[config.mk]
export PLATFORM = sky130hd
export DESIGN_NAME = pvc_conditioner
export DESIGN_NICKNAME = d
export VERILOG_FILES = /design/src/pvc_pkg.sv /design/src/pvc_conditioner.sv
export SDC_FILE = /design/constraint.sdc
export NUM_CORES = 2
export LEC_CHECK = 0
export BUFFER_PORTS_ARGS = -buffer_cell sky130_fd_sc_hd__buf_2
export CAP_MARGIN = 25
export CORE_AREA = 2 2 371 373
export CTS_CLUSTER_SIZE = 24
export DETAILED_ROUTE_END_ITERATION = 12
export DIE_AREA = 0 0 373 375
export GPL_TIMING_DRIVEN = 0
export PLACE_DENSITY = 0.67
export SKIP_LAST_GASP = 1
export SYNTH_ARGS = -nofsm -noshare
export SYNTH_HDL_FRONTEND = slang
export SYNTH_SLANG_ARGS = --single-unit
[constraint.sdc]
create_clock -name ref_clk_i -period 173.7 [get_ports ref_clk_i]
set_input_delay 34.74 -clock ref_clk_i [delete_from_list [all_inputs] [get_ports ref_clk_i]]
set_output_delay 34.74 -clock ref_clk_i [all_outputs]
set_load 0.01 [all_outputs]
[src/pvc_pkg.sv]
// Purpose: Constants and carrier types for the process-value conditioner
// Assumes: 250 MHz reference clock, 16-bit register port
// Notes:   Values are counts in display units; slope is in thousandths
package pvc_pkg;
   localparam int VAL_W  = 16;
   localparam int OUT_W  = 20;
   localparam int ADDR_W = 4;
   localparam int DATA_W = 16;
   localparam int ACC_W  = 24;
   localparam int FRAC_W = 8;

   // Register offsets
   localparam logic [3:0] ADR_RANGE   = 4'h0;
   localparam logic [3:0] ADR_CONFIRM = 4'h1;
   localparam logic [3:0] ADR_SC_LOW  = 4'h2;
   localparam logic [3:0] ADR_SC_HIGH = 4'h3;
   localparam logic [3:0] ADR_UNIT    = 4'h4;
   localparam logic [3:0] ADR_POINT   = 4'h5;
   localparam logic [3:0] ADR_DIGIT   = 4'h6;
   localparam logic [3:0] ADR_CJC     = 4'h7;
   localparam logic [3:0] ADR_COMBINE = 4'h8;
   localparam logic [3:0] ADR_BIAS0   = 4'h9;
   localparam logic [3:0] ADR_TAU0    = 4'hb;
   localparam logic [3:0] ADR_SLOPE0  = 4'hd;
   localparam logic [3:0] ADR_STATUS  = 4'hf;

   // Scaling limits and defaults
   localparam logic signed [17:0] SC_MIN      = -18'sh04e1f;
   localparam logic signed [17:0] SC_MAX      = 18'sh07530;
   localparam logic signed [17:0] SPAN_MIN    = 18'sh0000a;
   localparam logic signed [17:0] SPAN_MAX    = 18'sh07530;
   localparam logic signed [15:0] SC_LOW_DEF  = 16'sh0000;
   localparam logic signed [15:0] SC_HIGH_DEF = 16'sh03e8;

   // Per-input compensation limits and defaults
   localparam logic signed [15:0] BIAS_MIN  = -16'sh2710;
   localparam logic signed [15:0] BIAS_MAX  = 16'sh2710;
   localparam logic [15:0]        TAU_MAX   = 16'h0064;
   localparam logic [15:0]        SLOPE_MIN = 16'h01f4;
   localparam logic [15:0]        SLOPE_MAX = 16'h05dc;
   localparam logic [11:0]        SLOPE_ONE = 12'h3e8;

   // Range codes: thermocouple, resistance sensor, linear
   localparam logic [7:0] RANGE_THERMO_LAST = 8'h13;
   localparam logic [7:0] RANGE_RES_FIRST = 8'h1f;
   localparam logic [7:0] RANGE_RES_LAST  = 8'h3a;
   localparam logic [7:0] RANGE_LIN_FIRST = 8'h47;
   localparam logic [7:0] RANGE_DEF       = 8'h47;

   // Unit codes, point position, combine modes
   localparam logic [1:0] UNIT_DEG_C  = 2'h0;
   localparam logic [2:0] POINT_MAX   = 3'h4;
   localparam logic [2:0] POINT_DEF   = 3'h1;
   localparam logic [2:0] MODE_MAX    = 3'h0;
   localparam logic [2:0] MODE_MIN    = 3'h1;
   localparam logic [2:0] MODE_MEAN   = 3'h2;
   localparam logic [2:0] MODE_DIFF   = 3'h3;
   localparam logic [2:0] MODE_PASS   = 3'h4;
   localparam logic [2:0] MODE_DEF    = 3'h3;

   // Filter sample tick: 100 ms at a 4 ns clock
   localparam int CLK_PERIOD_NS  = 4;
   localparam int TICK_PERIOD_MS = 100;
   localparam int TICK_CYCLES    = TICK_PERIOD_MS * 1000000 / CLK_PERIOD_NS;
   localparam int TICKS_PER_S    = 1000 / TICK_PERIOD_MS;

   typedef struct packed {
      logic signed [VAL_W-1:0] bias;
      logic [6:0]              tau;
      logic [11:0]             slope;
   } pvc_chan_type;

   typedef struct packed {
      logic signed [VAL_W-1:0] value;
      logic                    over;
   } pvc_sample_type;
endpackage

[src/pvc_conditioner.sv]
// Purpose: Two-input process-value conditioning with bias, lag and slope
// Assumes: Sample inputs synchronous to ref_clk_i; plain register port
// Notes:   Filter tick length is a parameter so benches can shorten it
// Operation
// - Scale endpoints within -19999 to 30000
// - Reject span outside 10..30000 or low>=high
// - Scale defaults 0 and 1000 after initialisation
// - Range change applies only on YES
// - Unit has four choices, default Celsius
// - Point position 0 to 4, default 1
// - Lowest digit choice only fractional fixed ranges
// - Cold junction internal or external, default internal
// - Combining exists only in two-input configuration
// - Max, min, mean, difference, passthrough; default difference
// - Policy 0 uses in-range input alone
// - Policy 1 keeps result and flags over
// - Policy ignored in difference mode
// - Independent bias, filter, slope per input
// - Bias -10000 to 10000, default 0
// - Lag filter off or 1..100 s
// - Slope 0.500 to 1.500 linear only
// - Value equals input times slope plus bias
// - Slope applies after upstream linearising stages
`timescale 1ns/1ps
`default_nettype none
module pvc_conditioner #(
   parameter int TICK_CYCLES = pvc_pkg::TICK_CYCLES
) (
   // Clock and reset
   input  wire logic                         ref_clk_i,
   input  wire logic                         rst_b_i,
   // Register port
   input  wire logic [pvc_pkg::ADDR_W-1:0]   reg_addr_i,
   input  wire logic [pvc_pkg::DATA_W-1:0]   reg_wdata_i,
   input  wire logic                         reg_wr_i,
   input  wire logic                         reg_rd_i,
   output logic [pvc_pkg::DATA_W-1:0]        reg_rdata_o,
   // Configuration straps and range attributes
   input  wire logic                         two_input_i,
   input  wire logic                         range_fraction_i,
   // Samples from the converter
   input  wire pvc_pkg::pvc_sample_type      sample0_i,
   input  wire pvc_pkg::pvc_sample_type      sample1_i,
   input  wire logic                         sample_valid_i,
   // Execution value towards control
   output logic signed [pvc_pkg::OUT_W-1:0]  pv_o,
   output logic                              pv_over_o,
   output logic                              pv_valid_o,
   // Display and compensation settings
   output logic [7:0]                        range_o,
   output logic [1:0]                        unit_o,
   output logic [2:0]                        point_o,
   output logic                              digit_short_o,
   output logic                              cjc_external_o
);
   localparam int OW = pvc_pkg::OUT_W;

   logic [7:0]               range_reg, range_pend_reg;
   logic signed [15:0]       sc_low_reg, sc_high_reg;
   logic [1:0]               unit_reg;
   logic [2:0]               point_reg, mode_reg;
   logic                     digit_reg, cjc_reg, policy_reg, rej_reg;
   logic [15:0]              rdata_reg;
   logic [31:0]              tick_cnt_reg;
   logic                     tick_reg, s1_reg, valid_reg, over_reg;
   logic signed [OW-1:0]     pv_reg;
   pvc_pkg::pvc_chan_type    chan_reg [2];
   pvc_pkg::pvc_sample_type  samp_reg [2];
   logic signed [OW-1:0]     val [2];

   // Range classification
   wire logic is_thermo = range_reg <= pvc_pkg::RANGE_THERMO_LAST;
   wire logic is_lin = range_reg >= pvc_pkg::RANGE_LIN_FIRST;

   // Write decode
   wire logic wr_range  = reg_wr_i && reg_addr_i == pvc_pkg::ADR_RANGE;
   wire logic wr_conf   = reg_wr_i && reg_addr_i == pvc_pkg::ADR_CONFIRM;
   wire logic confirm   = wr_conf && reg_wdata_i[0];
   wire logic wr_low    = reg_wr_i && reg_addr_i == pvc_pkg::ADR_SC_LOW;
   wire logic wr_high   = reg_wr_i && reg_addr_i == pvc_pkg::ADR_SC_HIGH;
   wire logic wr_unit   = reg_wr_i && reg_addr_i == pvc_pkg::ADR_UNIT;
   wire logic wr_point  = reg_wr_i && reg_addr_i == pvc_pkg::ADR_POINT;
   wire logic wr_digit  = reg_wr_i && reg_addr_i == pvc_pkg::ADR_DIGIT;
   wire logic wr_cjc    = reg_wr_i && reg_addr_i == pvc_pkg::ADR_CJC;
   wire logic wr_comb   = reg_wr_i && reg_addr_i == pvc_pkg::ADR_COMBINE;

   // Scale endpoint checks
   wire logic signed [17:0] wv   = {{2{reg_wdata_i[15]}}, reg_wdata_i};
   wire logic signed [17:0] lo18 = {{2{sc_low_reg[15]}}, sc_low_reg};
   wire logic signed [17:0] hi18 = {{2{sc_high_reg[15]}}, sc_high_reg};
   wire logic signed [17:0] span_l = hi18 - wv;
   wire logic signed [17:0] span_h = wv - lo18;
   wire logic in_cnt = wv >= pvc_pkg::SC_MIN && wv <= pvc_pkg::SC_MAX;
   wire logic ok_low  = is_lin && in_cnt && span_l >= pvc_pkg::SPAN_MIN
                        && span_l <= pvc_pkg::SPAN_MAX;
   wire logic ok_high = is_lin && in_cnt && span_h >= pvc_pkg::SPAN_MIN
                        && span_h <= pvc_pkg::SPAN_MAX;
   wire logic ok_point = is_lin && reg_wdata_i <= 16'(pvc_pkg::POINT_MAX);
   wire logic ok_digit = !is_lin && range_fraction_i;
   wire logic ok_mode  = two_input_i && reg_wdata_i[2:0] <= pvc_pkg::MODE_PASS
                         && reg_wdata_i[15:4] == 12'h000;
   wire logic new_diff = reg_wdata_i[2:0] == pvc_pkg::MODE_DIFF;

   // Per-input setting checks
   wire logic signed [15:0] ws = reg_wdata_i;
   wire logic ok_bias  = ws >= pvc_pkg::BIAS_MIN && ws <= pvc_pkg::BIAS_MAX;
   wire logic ok_tau   = reg_wdata_i <= pvc_pkg::TAU_MAX;
   wire logic ok_slope = is_lin && reg_wdata_i >= pvc_pkg::SLOPE_MIN
                         && reg_wdata_i <= pvc_pkg::SLOPE_MAX;
   wire logic [3:0] rel_b = reg_addr_i - pvc_pkg::ADR_BIAS0;
   wire logic [3:0] rel_t = reg_addr_i - pvc_pkg::ADR_TAU0;
   wire logic [3:0] rel_s = reg_addr_i - pvc_pkg::ADR_SLOPE0;
   wire logic wr_bias  = reg_wr_i && rel_b < 4'h2;
   wire logic wr_tau   = reg_wr_i && rel_t < 4'h2;
   wire logic wr_slope = reg_wr_i && rel_s < 4'h2;
   wire logic ch_sel_b = rel_b[0];
   wire logic ch_sel_t = rel_t[0];
   wire logic ch_sel_s = rel_s[0];
   wire logic ch1_ok   = two_input_i;

   wire logic bad_wr = (wr_low && !ok_low) || (wr_high && !ok_high)
      || (wr_point && !ok_point) || (wr_digit && !ok_digit)
      || (wr_cjc && !is_thermo) || (wr_comb && !ok_mode)
      || (wr_bias && (!ok_bias || (ch_sel_b && !ch1_ok)))
      || (wr_tau && (!ok_tau || (ch_sel_t && !ch1_ok)))
      || (wr_slope && (!ok_slope || (ch_sel_s && !ch1_ok)));

   // Read mux
   wire logic [15:0] status_word = {10'h000, two_input_i, is_thermo, is_lin,
                                    pv_over_o, 1'b0, rej_reg};
   wire logic [15:0] rd_mux =
      reg_addr_i == pvc_pkg::ADR_RANGE   ? {8'h00, range_reg} :
      reg_addr_i == pvc_pkg::ADR_CONFIRM ? {8'h00, range_pend_reg} :
      reg_addr_i == pvc_pkg::ADR_SC_LOW  ? sc_low_reg :
      reg_addr_i == pvc_pkg::ADR_SC_HIGH ? sc_high_reg :
      reg_addr_i == pvc_pkg::ADR_UNIT    ? {14'h0000, unit_reg} :
      reg_addr_i == pvc_pkg::ADR_POINT   ? {13'h0000, point_reg} :
      reg_addr_i == pvc_pkg::ADR_DIGIT   ? {15'h0000, digit_reg} :
      reg_addr_i == pvc_pkg::ADR_CJC     ? {15'h0000, cjc_reg} :
      reg_addr_i == pvc_pkg::ADR_COMBINE ? {12'h000, policy_reg, mode_reg} :
      rel_b < 4'h2 ? chan_reg[rel_b[0]].bias :
      rel_t < 4'h2 ? {9'h000, chan_reg[rel_t[0]].tau} :
      rel_s < 4'h2 ? {4'h0, chan_reg[rel_s[0]].slope} :
      status_word;

   // Global settings and range change handshake
   always_ff @(posedge ref_clk_i) begin
      if (!rst_b_i) begin
         range_reg      <= pvc_pkg::RANGE_DEF;
         range_pend_reg <= pvc_pkg::RANGE_DEF;
         sc_low_reg     <= pvc_pkg::SC_LOW_DEF;
         sc_high_reg    <= pvc_pkg::SC_HIGH_DEF;
         unit_reg       <= pvc_pkg::UNIT_DEG_C;
         point_reg      <= pvc_pkg::POINT_DEF;
         digit_reg      <= 1'b0;
         cjc_reg        <= 1'b0;
         mode_reg       <= pvc_pkg::MODE_DEF;
         policy_reg     <= 1'b0;
         rej_reg        <= 1'b0;
      end else begin
         if (wr_range)
            range_pend_reg <= reg_wdata_i[7:0];
         if (confirm) begin
            range_reg   <= range_pend_reg;
            sc_low_reg  <= pvc_pkg::SC_LOW_DEF;
            sc_high_reg <= pvc_pkg::SC_HIGH_DEF;
            point_reg   <= pvc_pkg::POINT_DEF;
            digit_reg   <= 1'b0;
            cjc_reg     <= 1'b0;
         end else begin
            if (wr_low && ok_low)
               sc_low_reg <= reg_wdata_i;
            if (wr_high && ok_high)
               sc_high_reg <= reg_wdata_i;
            if (wr_point && ok_point)
               point_reg <= reg_wdata_i[2:0];
            if (wr_digit && ok_digit)
               digit_reg <= reg_wdata_i[0];
            if (wr_cjc && is_thermo)
               cjc_reg <= reg_wdata_i[0];
         end
         if (wr_conf && !reg_wdata_i[0])
            range_pend_reg <= range_reg;
         if (wr_unit)
            unit_reg <= reg_wdata_i[1:0];
         if (wr_comb && ok_mode) begin
            mode_reg <= reg_wdata_i[2:0];
            if (!new_diff)
               policy_reg <= reg_wdata_i[3];
         end
         if (reg_wr_i)
            rej_reg <= bad_wr;
      end
   end

   // Read data stands in the cycle after the strobe
   always_ff @(posedge ref_clk_i) begin
      if (!rst_b_i)
         rdata_reg <= 16'h0000;
      else if (reg_rd_i)
         rdata_reg <= rd_mux;
      else
         rdata_reg <= 16'h0000;
   end

   // Filter sample tick divider
   always_ff @(posedge ref_clk_i) begin
      if (!rst_b_i) begin
         tick_cnt_reg <= 32'h0000_0000;
         tick_reg     <= 1'b0;
      end else if (tick_cnt_reg == 32'(TICK_CYCLES - 1)) begin
         tick_cnt_reg <= 32'h0000_0000;
         tick_reg     <= 1'b1;
      end else begin
         tick_cnt_reg <= tick_cnt_reg + 32'h0000_0001;
         tick_reg     <= 1'b0;
      end
   end

   // Per-input sample, lag filter, slope and bias
   genvar g;
   for (g = 0; g < 2; g++) begin : g_chan
      logic signed [pvc_pkg::ACC_W-1:0] acc_reg;
      wire logic signed [pvc_pkg::ACC_W-1:0] tgt =
         {samp_reg[g].value, 8'h00};
      wire logic signed [pvc_pkg::ACC_W:0] diff =
         {tgt[pvc_pkg::ACC_W-1], tgt} - {acc_reg[pvc_pkg::ACC_W-1], acc_reg};
      wire logic [11:0] tau_x = 12'(chan_reg[g].tau * pvc_pkg::TICKS_PER_S);
      wire logic signed [pvc_pkg::ACC_W:0] divr = {13'h0000, tau_x};
      wire logic signed [pvc_pkg::ACC_W:0] step = diff / divr;
      wire logic filt_off = chan_reg[g].tau == 7'h00;
      wire logic signed [15:0] fv = filt_off ? samp_reg[g].value
         : acc_reg[pvc_pkg::ACC_W-1:pvc_pkg::FRAC_W];
      wire logic [11:0] slope_eff = is_lin ? chan_reg[g].slope
         : pvc_pkg::SLOPE_ONE;
      wire logic signed [27:0] prod = fv * $signed({1'b0, slope_eff[10:0]});
      wire logic signed [27:0] scl  = prod / $signed({16'h0000,
                                      pvc_pkg::SLOPE_ONE});
      // Upstream linearising stages are already applied to the sample
      assign val[g] = scl[OW-1:0]
         + {{(OW-16){chan_reg[g].bias[15]}}, chan_reg[g].bias};

      wire logic wb = wr_bias && ch_sel_b == 1'(g) && ok_bias
                      && (g == 0 || ch1_ok);
      wire logic wt = wr_tau && ch_sel_t == 1'(g) && ok_tau
                      && (g == 0 || ch1_ok);
      wire logic ws_ = wr_slope && ch_sel_s == 1'(g) && ok_slope
                       && (g == 0 || ch1_ok);

      always_ff @(posedge ref_clk_i) begin
         if (!rst_b_i) begin
            chan_reg[g].bias  <= 16'sh0000;
            chan_reg[g].tau   <= 7'h00;
            chan_reg[g].slope <= pvc_pkg::SLOPE_ONE;
         end else if (confirm) begin
            chan_reg[g].bias  <= 16'sh0000;
            chan_reg[g].tau   <= 7'h00;
            chan_reg[g].slope <= pvc_pkg::SLOPE_ONE;
         end else begin
            if (wb)
               chan_reg[g].bias <= reg_wdata_i;
            if (wt)
               chan_reg[g].tau <= reg_wdata_i[6:0];
            if (ws_)
               chan_reg[g].slope <= reg_wdata_i[11:0];
         end
      end

      always_ff @(posedge ref_clk_i) begin
         if (!rst_b_i) begin
            samp_reg[g] <= '0;
            acc_reg     <= '0;
         end else begin
            if (sample_valid_i)
               samp_reg[g] <= (g == 0) ? sample0_i : sample1_i;
            if (filt_off)
               acc_reg <= tgt;
            else if (tick_reg)
               acc_reg <= acc_reg + step[pvc_pkg::ACC_W-1:0];
         end
      end
   end

   // Two-input combining
   wire logic ov0 = samp_reg[0].over;
   wire logic ov1 = samp_reg[1].over;
   wire logic signed [OW:0] sum01 = {val[0][OW-1], val[0]}
                                  + {val[1][OW-1], val[1]};
   wire logic signed [OW-1:0] mean01 = sum01[OW:1];
   wire logic mma = mode_reg == pvc_pkg::MODE_MAX
                 || mode_reg == pvc_pkg::MODE_MIN
                 || mode_reg == pvc_pkg::MODE_MEAN;
   wire logic use_single = !policy_reg && mma && (ov0 ^ ov1);
   wire logic signed [OW-1:0] good = ov0 ? val[1] : val[0];
   wire logic signed [OW-1:0] comb_raw =
      mode_reg == pvc_pkg::MODE_MAX  ? (val[0] > val[1] ? val[0] : val[1]) :
      mode_reg == pvc_pkg::MODE_MIN  ? (val[0] < val[1] ? val[0] : val[1]) :
      mode_reg == pvc_pkg::MODE_MEAN ? mean01 :
      mode_reg == pvc_pkg::MODE_DIFF ? val[0] - val[1] :
      val[0];
   wire logic signed [OW-1:0] comb = !two_input_i ? val[0]
      : use_single ? good : comb_raw;
   wire logic over_comb = !two_input_i ? ov0
      : mode_reg == pvc_pkg::MODE_PASS ? ov0
      : (!policy_reg && mma) ? (ov0 && ov1)
      : (ov0 || ov1);

   always_ff @(posedge ref_clk_i) begin
      if (!rst_b_i) begin
         pv_reg    <= '0;
         over_reg  <= 1'b0;
         s1_reg    <= 1'b0;
         valid_reg <= 1'b0;
      end else begin
         pv_reg    <= comb;
         over_reg  <= over_comb;
         s1_reg    <= sample_valid_i;
         valid_reg <= s1_reg;
      end
   end

   assign reg_rdata_o    = rdata_reg;
   assign pv_o           = pv_reg;
   assign pv_over_o      = over_reg;
   assign pv_valid_o     = valid_reg;
   assign range_o        = range_reg;
   assign unit_o         = unit_reg;
   assign point_o        = point_reg;
   assign digit_short_o  = digit_reg;
   assign cjc_external_o = cjc_reg;
endmodule // pvc_conditioner
`default_nettype wire

Word level (Yosys, flattened, before mapping). Memory sizes are Yosys's and may differ from the RTL's. Cells that the tools add are included.

Memories: 2. Flip-flop bits (word level): 180. Logic and storage cells: 287. Output and inout bits: 53. Bits of input ports: 61. RAM bits: 104.

Reductions and logical operators: 105. Bitwise logic cells: 21. Multiplexer cells: 80. Equality and inequality tests: 14. Add/sub/neg operators: 14. Div/mod/pow operators: 4. $mul: 4. $lt $le $gt $ge: 20.

Memory list: chan_reg (depth 2, bits a word 35, read ports 5, clocked after memory_dff 0, write ports 2, RTL line pvc_conditioner.sv:67) `pvc_pkg::pvc_chan_type chan_reg [2];`; samp_reg (depth 2, bits a word 17, read ports 2, clocked after memory_dff 0, write ports 2, RTL line pvc_conditioner.sv:68) `pvc_pkg::pvc_sample_type samp_reg [2];`.

Operators with widths (number): 2-to-1 mux 16 bit (14); 2-to-1 mux 20 bit (9); 2-to-1 mux 24 bit (4); 2-to-1 mux 12 bit (6); logical AND 1 bit (63); divider 28 x 11 -> 28 bit (second input constant) (2); multiplier 16 x 12 -> 28 bit (2); divider 25 x 12 -> 25 bit (2); subtractor 24 x 24 -> 25 bit (2); adder 24 bit (2); adder 20 bit (2); 2-to-1 mux 1 bit (35); greater-or-equal comparator 17 x 5 -> 1 bit (second input constant) (2); <= comparator 17 x 16 -> 1 bit (second input constant) (2); 2-to-1 mux 17 bit (2); subtractor 16 x 16 -> 17 bit (2); adder 32 x 1 -> 32 bit (second input constant) (1); == test 32 x 25 -> 1 bit (second input constant) (1); 2-to-1 mux 8 bit (4); 2-to-1 mux 7 bit (4); 2-to-1 mux 11 bit (2); adder 20 x 20 -> 21 bit (1); greater-than comparator 20 bit (1); < comparator 20 bit (1); 35 further kinds (96).

Depth between registers and ports, before layout.
Word-level depth: 15. Depth in mapped cells: 412.

Least setup slack after synthesis. Ideal clock, no wire load.

Path kind: register to register. Start point: memory samp_reg[0][1] (netlist name). End point: register g_chan[0].acc_reg[23] (netlist name). Period minus slack after synthesis: 72088 ps. Library setup time: 95 ps. Path buffers: 23. Path slack: 101612 ps. Arrival: 71993 ps. Stages on the path, launching flop included: 394. Cells stage by stage: edfxtp_1 ha_1 nor3b_1 a41oi_1 o21bai_1 a21oi_1 o21bai_1 a21oi_1 o21bai_1 a21oi_1 xnor2_1 or4_1 or3_1 or3_1 or3_1 nor2_1 nand2b_1 inv_1 [358 not listed] a21oi_1 o21bai_1 a21oi_1 o21bai_1 a21oi_1 o21bai_1 a21oi_1 o21bai_1 a21oi_1 o21bai_1 a21oi_1 o21bai_1 a21oi_1 o21bai_1 a21oi_1 xnor2_1 xnor2_1 a221oi_1.

RTL lines: start, declared (RTL line pvc_conditioner.sv:68); end signal, assigned (RTL line pvc_conditioner.sv:277) `acc_reg <= tgt;`; end signal, assigned (RTL line pvc_conditioner.sv:279) `acc_reg <= acc_reg + step[pvc_pkg::ACC_W-1:0];`; end, declared (RTL line pvc_conditioner.sv:223) `logic signed [pvc_pkg::ACC_W-1:0] acc_reg;`.

==> summary.md <==
| Metric | Value |
|---|---|
| Global-route wire length before repair | `353000 um` |
| Most common cell after layout, fill and taps aside | `nand2_1` |
| CTS Buffer Depth | `3` |
| Worst-Skew Late Latency | `580 ps` |
| Clock skew | `27.8 ps` |
| Initial antenna violation count | `23` |
| Hold Buf Count CTS | `0` |
| Worst EP arrival | `85880 ps` |
| Initial DRC count | `6102` |
| CP dominant cell by count | `o21a_1` |
| FMAX | `0.0117 GHz` |
| Hold Violations, Final | `0` |
| CTS Sinks | `284` |
| Total Wirelength | `218000 um` |
| Core Box Area | `136000 um^2` |
| Avg Cell Area, Syn | `7.46 um^2` |
| Type of origin of the critical path | `flip-flop` |
| RSZ-0062 raised after global routing | `no` |
| Root buf cell | `clkbuf_16` |
| Post-synth EDFFs | `104` |
| Syn Std Cell Area | `70100 um^2` |
| Tcrit/Tclk final | `49.2%` |
| H-tree Lvls | `2` |
| Post-route ant nets | `0` |
| Nets | `10.7k` |
| Clock slew seen by the registers of the worst setup and hold paths | `60 ps` |
| Post-synth cell types | `165` |
| I/O pin total | `114` |
| Max FFs per register | `70` |
| Area grow syn2layout | `6.33%` |
| Synth Register Bits | `284` |
| Drt first pass iters | `8` |
| Postcts setup bufs | `0` |
| WHS | `445 ps` |
| Std cell rows | `136` |
| Drt via density | `6.21` |
| Worst-path cell with the longest stage delay | `nor3_1` |
| Status | `completed` |
| Syn Inst Count | `9386` |
| Synth area leaders | `ha_1 (13%), fa_1 (9.5%), xnor2_1 (5.7%), dfxtp_1 (5.1%), nand2_1 (5.1%)` |
| Setup TNS Final | `0 ps` |
| Worst setup path category | `flip-flop to flip-flop` |
| Detailed-placement wirelength estimate | `181000 um` |
| Post-synthesis sequential area ratio | `9.60%` |
| Die area | `140000 um^2` |
| Cell taking the most area after synthesis | `ha_1` |
| Count of port buffers added during placement | `111` |
| Share of cells above drive strength 1 | `6.47%` |
| Vias after detailed routing | `70.8k` |
| Post-synth top area share | `13.2%` |
| Total track usage | `30.2%` |
| Layout filler cell count | `13.1k` |
| FFs w/ async S/R, synth | `0%` |
| Post-CTS resize count | `0` |
| Grt total ovfl | `0` |
| Hold/Removal Path Class | `flip-flop to flip-flop` |
| Starting Density | `51.4%` |
| Total of max-cap violations | `0` |
| Chip Height | `375 um` |
| Worst-Margin Slew | `1090 ps` |
| Area post-placement | `73300 um^2` |
| Final setup violation count | `0` |
| Crit path time final | `85400 ps` |
| Die width | `373 um` |
| Max Fanout on Critical Path | `10` |
| Slowest stage delay, CP | `820 ps` |
| Largest net degree at the start of global routing | `26` |
| DRC Markers | `0` |
| Slew headroom | `27.1%` |
| Ys flop type | `dfxtp_1` |
| CTS tree | `done` |
| Gpl congestion | `0.976` |
| Synth warnings | `0` |
| Vias in the first global route | `67.5k` |
| Commonest non-fill, non-tap cells in the layout | `nand2_1 (945), nor2_1 (924), ha_1 (740)` |
| WL per Instance | `19.1 um` |
| CTS buffer count | `34` |
| CP endpoint kind | `flip-flop` |
| Final instance area | `74500 um^2` |
| Worst Path Required | `174180 ps` |
| Fin. max-slew vios | `0` |
-- metrics by stage --
step | worst slack [ps] | instances | utilization [%]
after floorplan | 101610 | 9387 | -
after global placement | 90330 | 11292 | 53.5
after detailed placement | 89270 | 11312 | 53.8
after CTS | 88860 | 11374 | 54.6
after global routing | 80130 | 11382 | 54.6
final | 88300 | 11389 | 54.7
-- critical path: cells and delay by family, from the launching register on --
| kind | cells | cell delay [ps] |
|---|---|---|
| compound gates | 222 | 46060 |
| simple gates | 80 | 17430 |
| buf+inv | 54 | 11860 |
| fa+ha+maj | 27 | 7970 |
| mux | 3 | 1000 |
| xor+xnor | 3 | 440 |
| flops | 1 | 430 |
-- layer usage --
layer	track usage, %	wire length (um)	vias up
met5	0	161	-
met4	8.14	5980	24
met3	5.60	17700	352
met2	49.7	97300	2229
met1	40.4	96400	33765
li1	-	-	34410
-- worst paths after layout --
| path | startpoint | end | slack (ps) | depth (start not counted) |
|---|---|---|---|---|
| min reg2reg | s1_reg | pv_valid_o | 440 | 1 |
| min | s1_reg | pv_valid_o | 440 | 1 |
| max | samp_reg[0][1] | g_chan[0].acc_reg[23] | 88300 | 389 |
| max reg2reg | samp_reg[0][1] | g_chan[0].acc_reg[23] | 88300 | 389 |
-- final cells by class --
class / count / area (um^2) / share of cell area (%)
multi-input combinational: 8032 / 59200 / 79.4
tap: 1794 / 2240 / 3.01
sequential: 284 / 6730 / 9.03
timing repair buffer: 137 / 1010 / 1.35
antenna: 9 / 22.5 / 0.0302
clock buffer: 45 / 943 / 1.27
inverter: 753 / 2830 / 3.79
clock inverter: 17 / 158 / 0.212
buffer: 318 / 1400 / 1.88
-- cells by family after synthesis --
family                     Yosys count  share of synthesized area [%]
adders and majority gates         1084                           22.9
buffers and inverters             1071                           6.04
DFF                                284                           9.60
muxes                              246                           3.77
AOI/OAI and AO/OA                 2753                           27.3
xor gates and xnor gates           629                           7.97
other                                1                        0.00535
and+or+nand+nor                   3318                           22.4
-- cells in the mapped netlist (25+ instances only) --
| master | n |
|---|---|
| a211o_1 | 27 |
| a211oi_1 | 105 |
| a21boi_0 | 26 |
| a21o_1 | 126 |
| a21oi_1 | 634 |
| a221oi_1 | 30 |
| a22oi_1 | 28 |
| a31oi_1 | 77 |
| and2_1 | 106 |
| and3_1 | 98 |
| buf_2 | 34 |
| clkbuf_1 | 237 |
| dfxtp_1 | 180 |
| edfxtp_1 | 104 |
| fa_1 | 332 |
| ha_1 | 740 |
| inv_1 | 736 |
| mux2_2 | 114 |
| mux2i_1 | 127 |
| nand2_1 | 945 |
| nand2b_1 | 69 |
| nand3_1 | 170 |
| nand4_1 | 72 |
| nor2_1 | 924 |
| nor2b_1 | 68 |
| nor3_1 | 463 |
| nor3b_1 | 29 |
| nor4_1 | 69 |
| o211a_1 | 31 |
| o211ai_1 | 90 |
| o21a_1 | 326 |
| o21ai_0 | 419 |
| o21ai_1 | 45 |
| o21bai_1 | 143 |
| o22ai_1 | 32 |
| o31a_1 | 25 |
| o31ai_1 | 184 |
| or2_2 | 54 |
| or3_1 | 80 |
| xnor2_1 | 458 |
| xor2_1 | 163 |
Power is not shown: default switching activity piles up to over one toggle a cycle in this logic, so the estimate is an artifact.
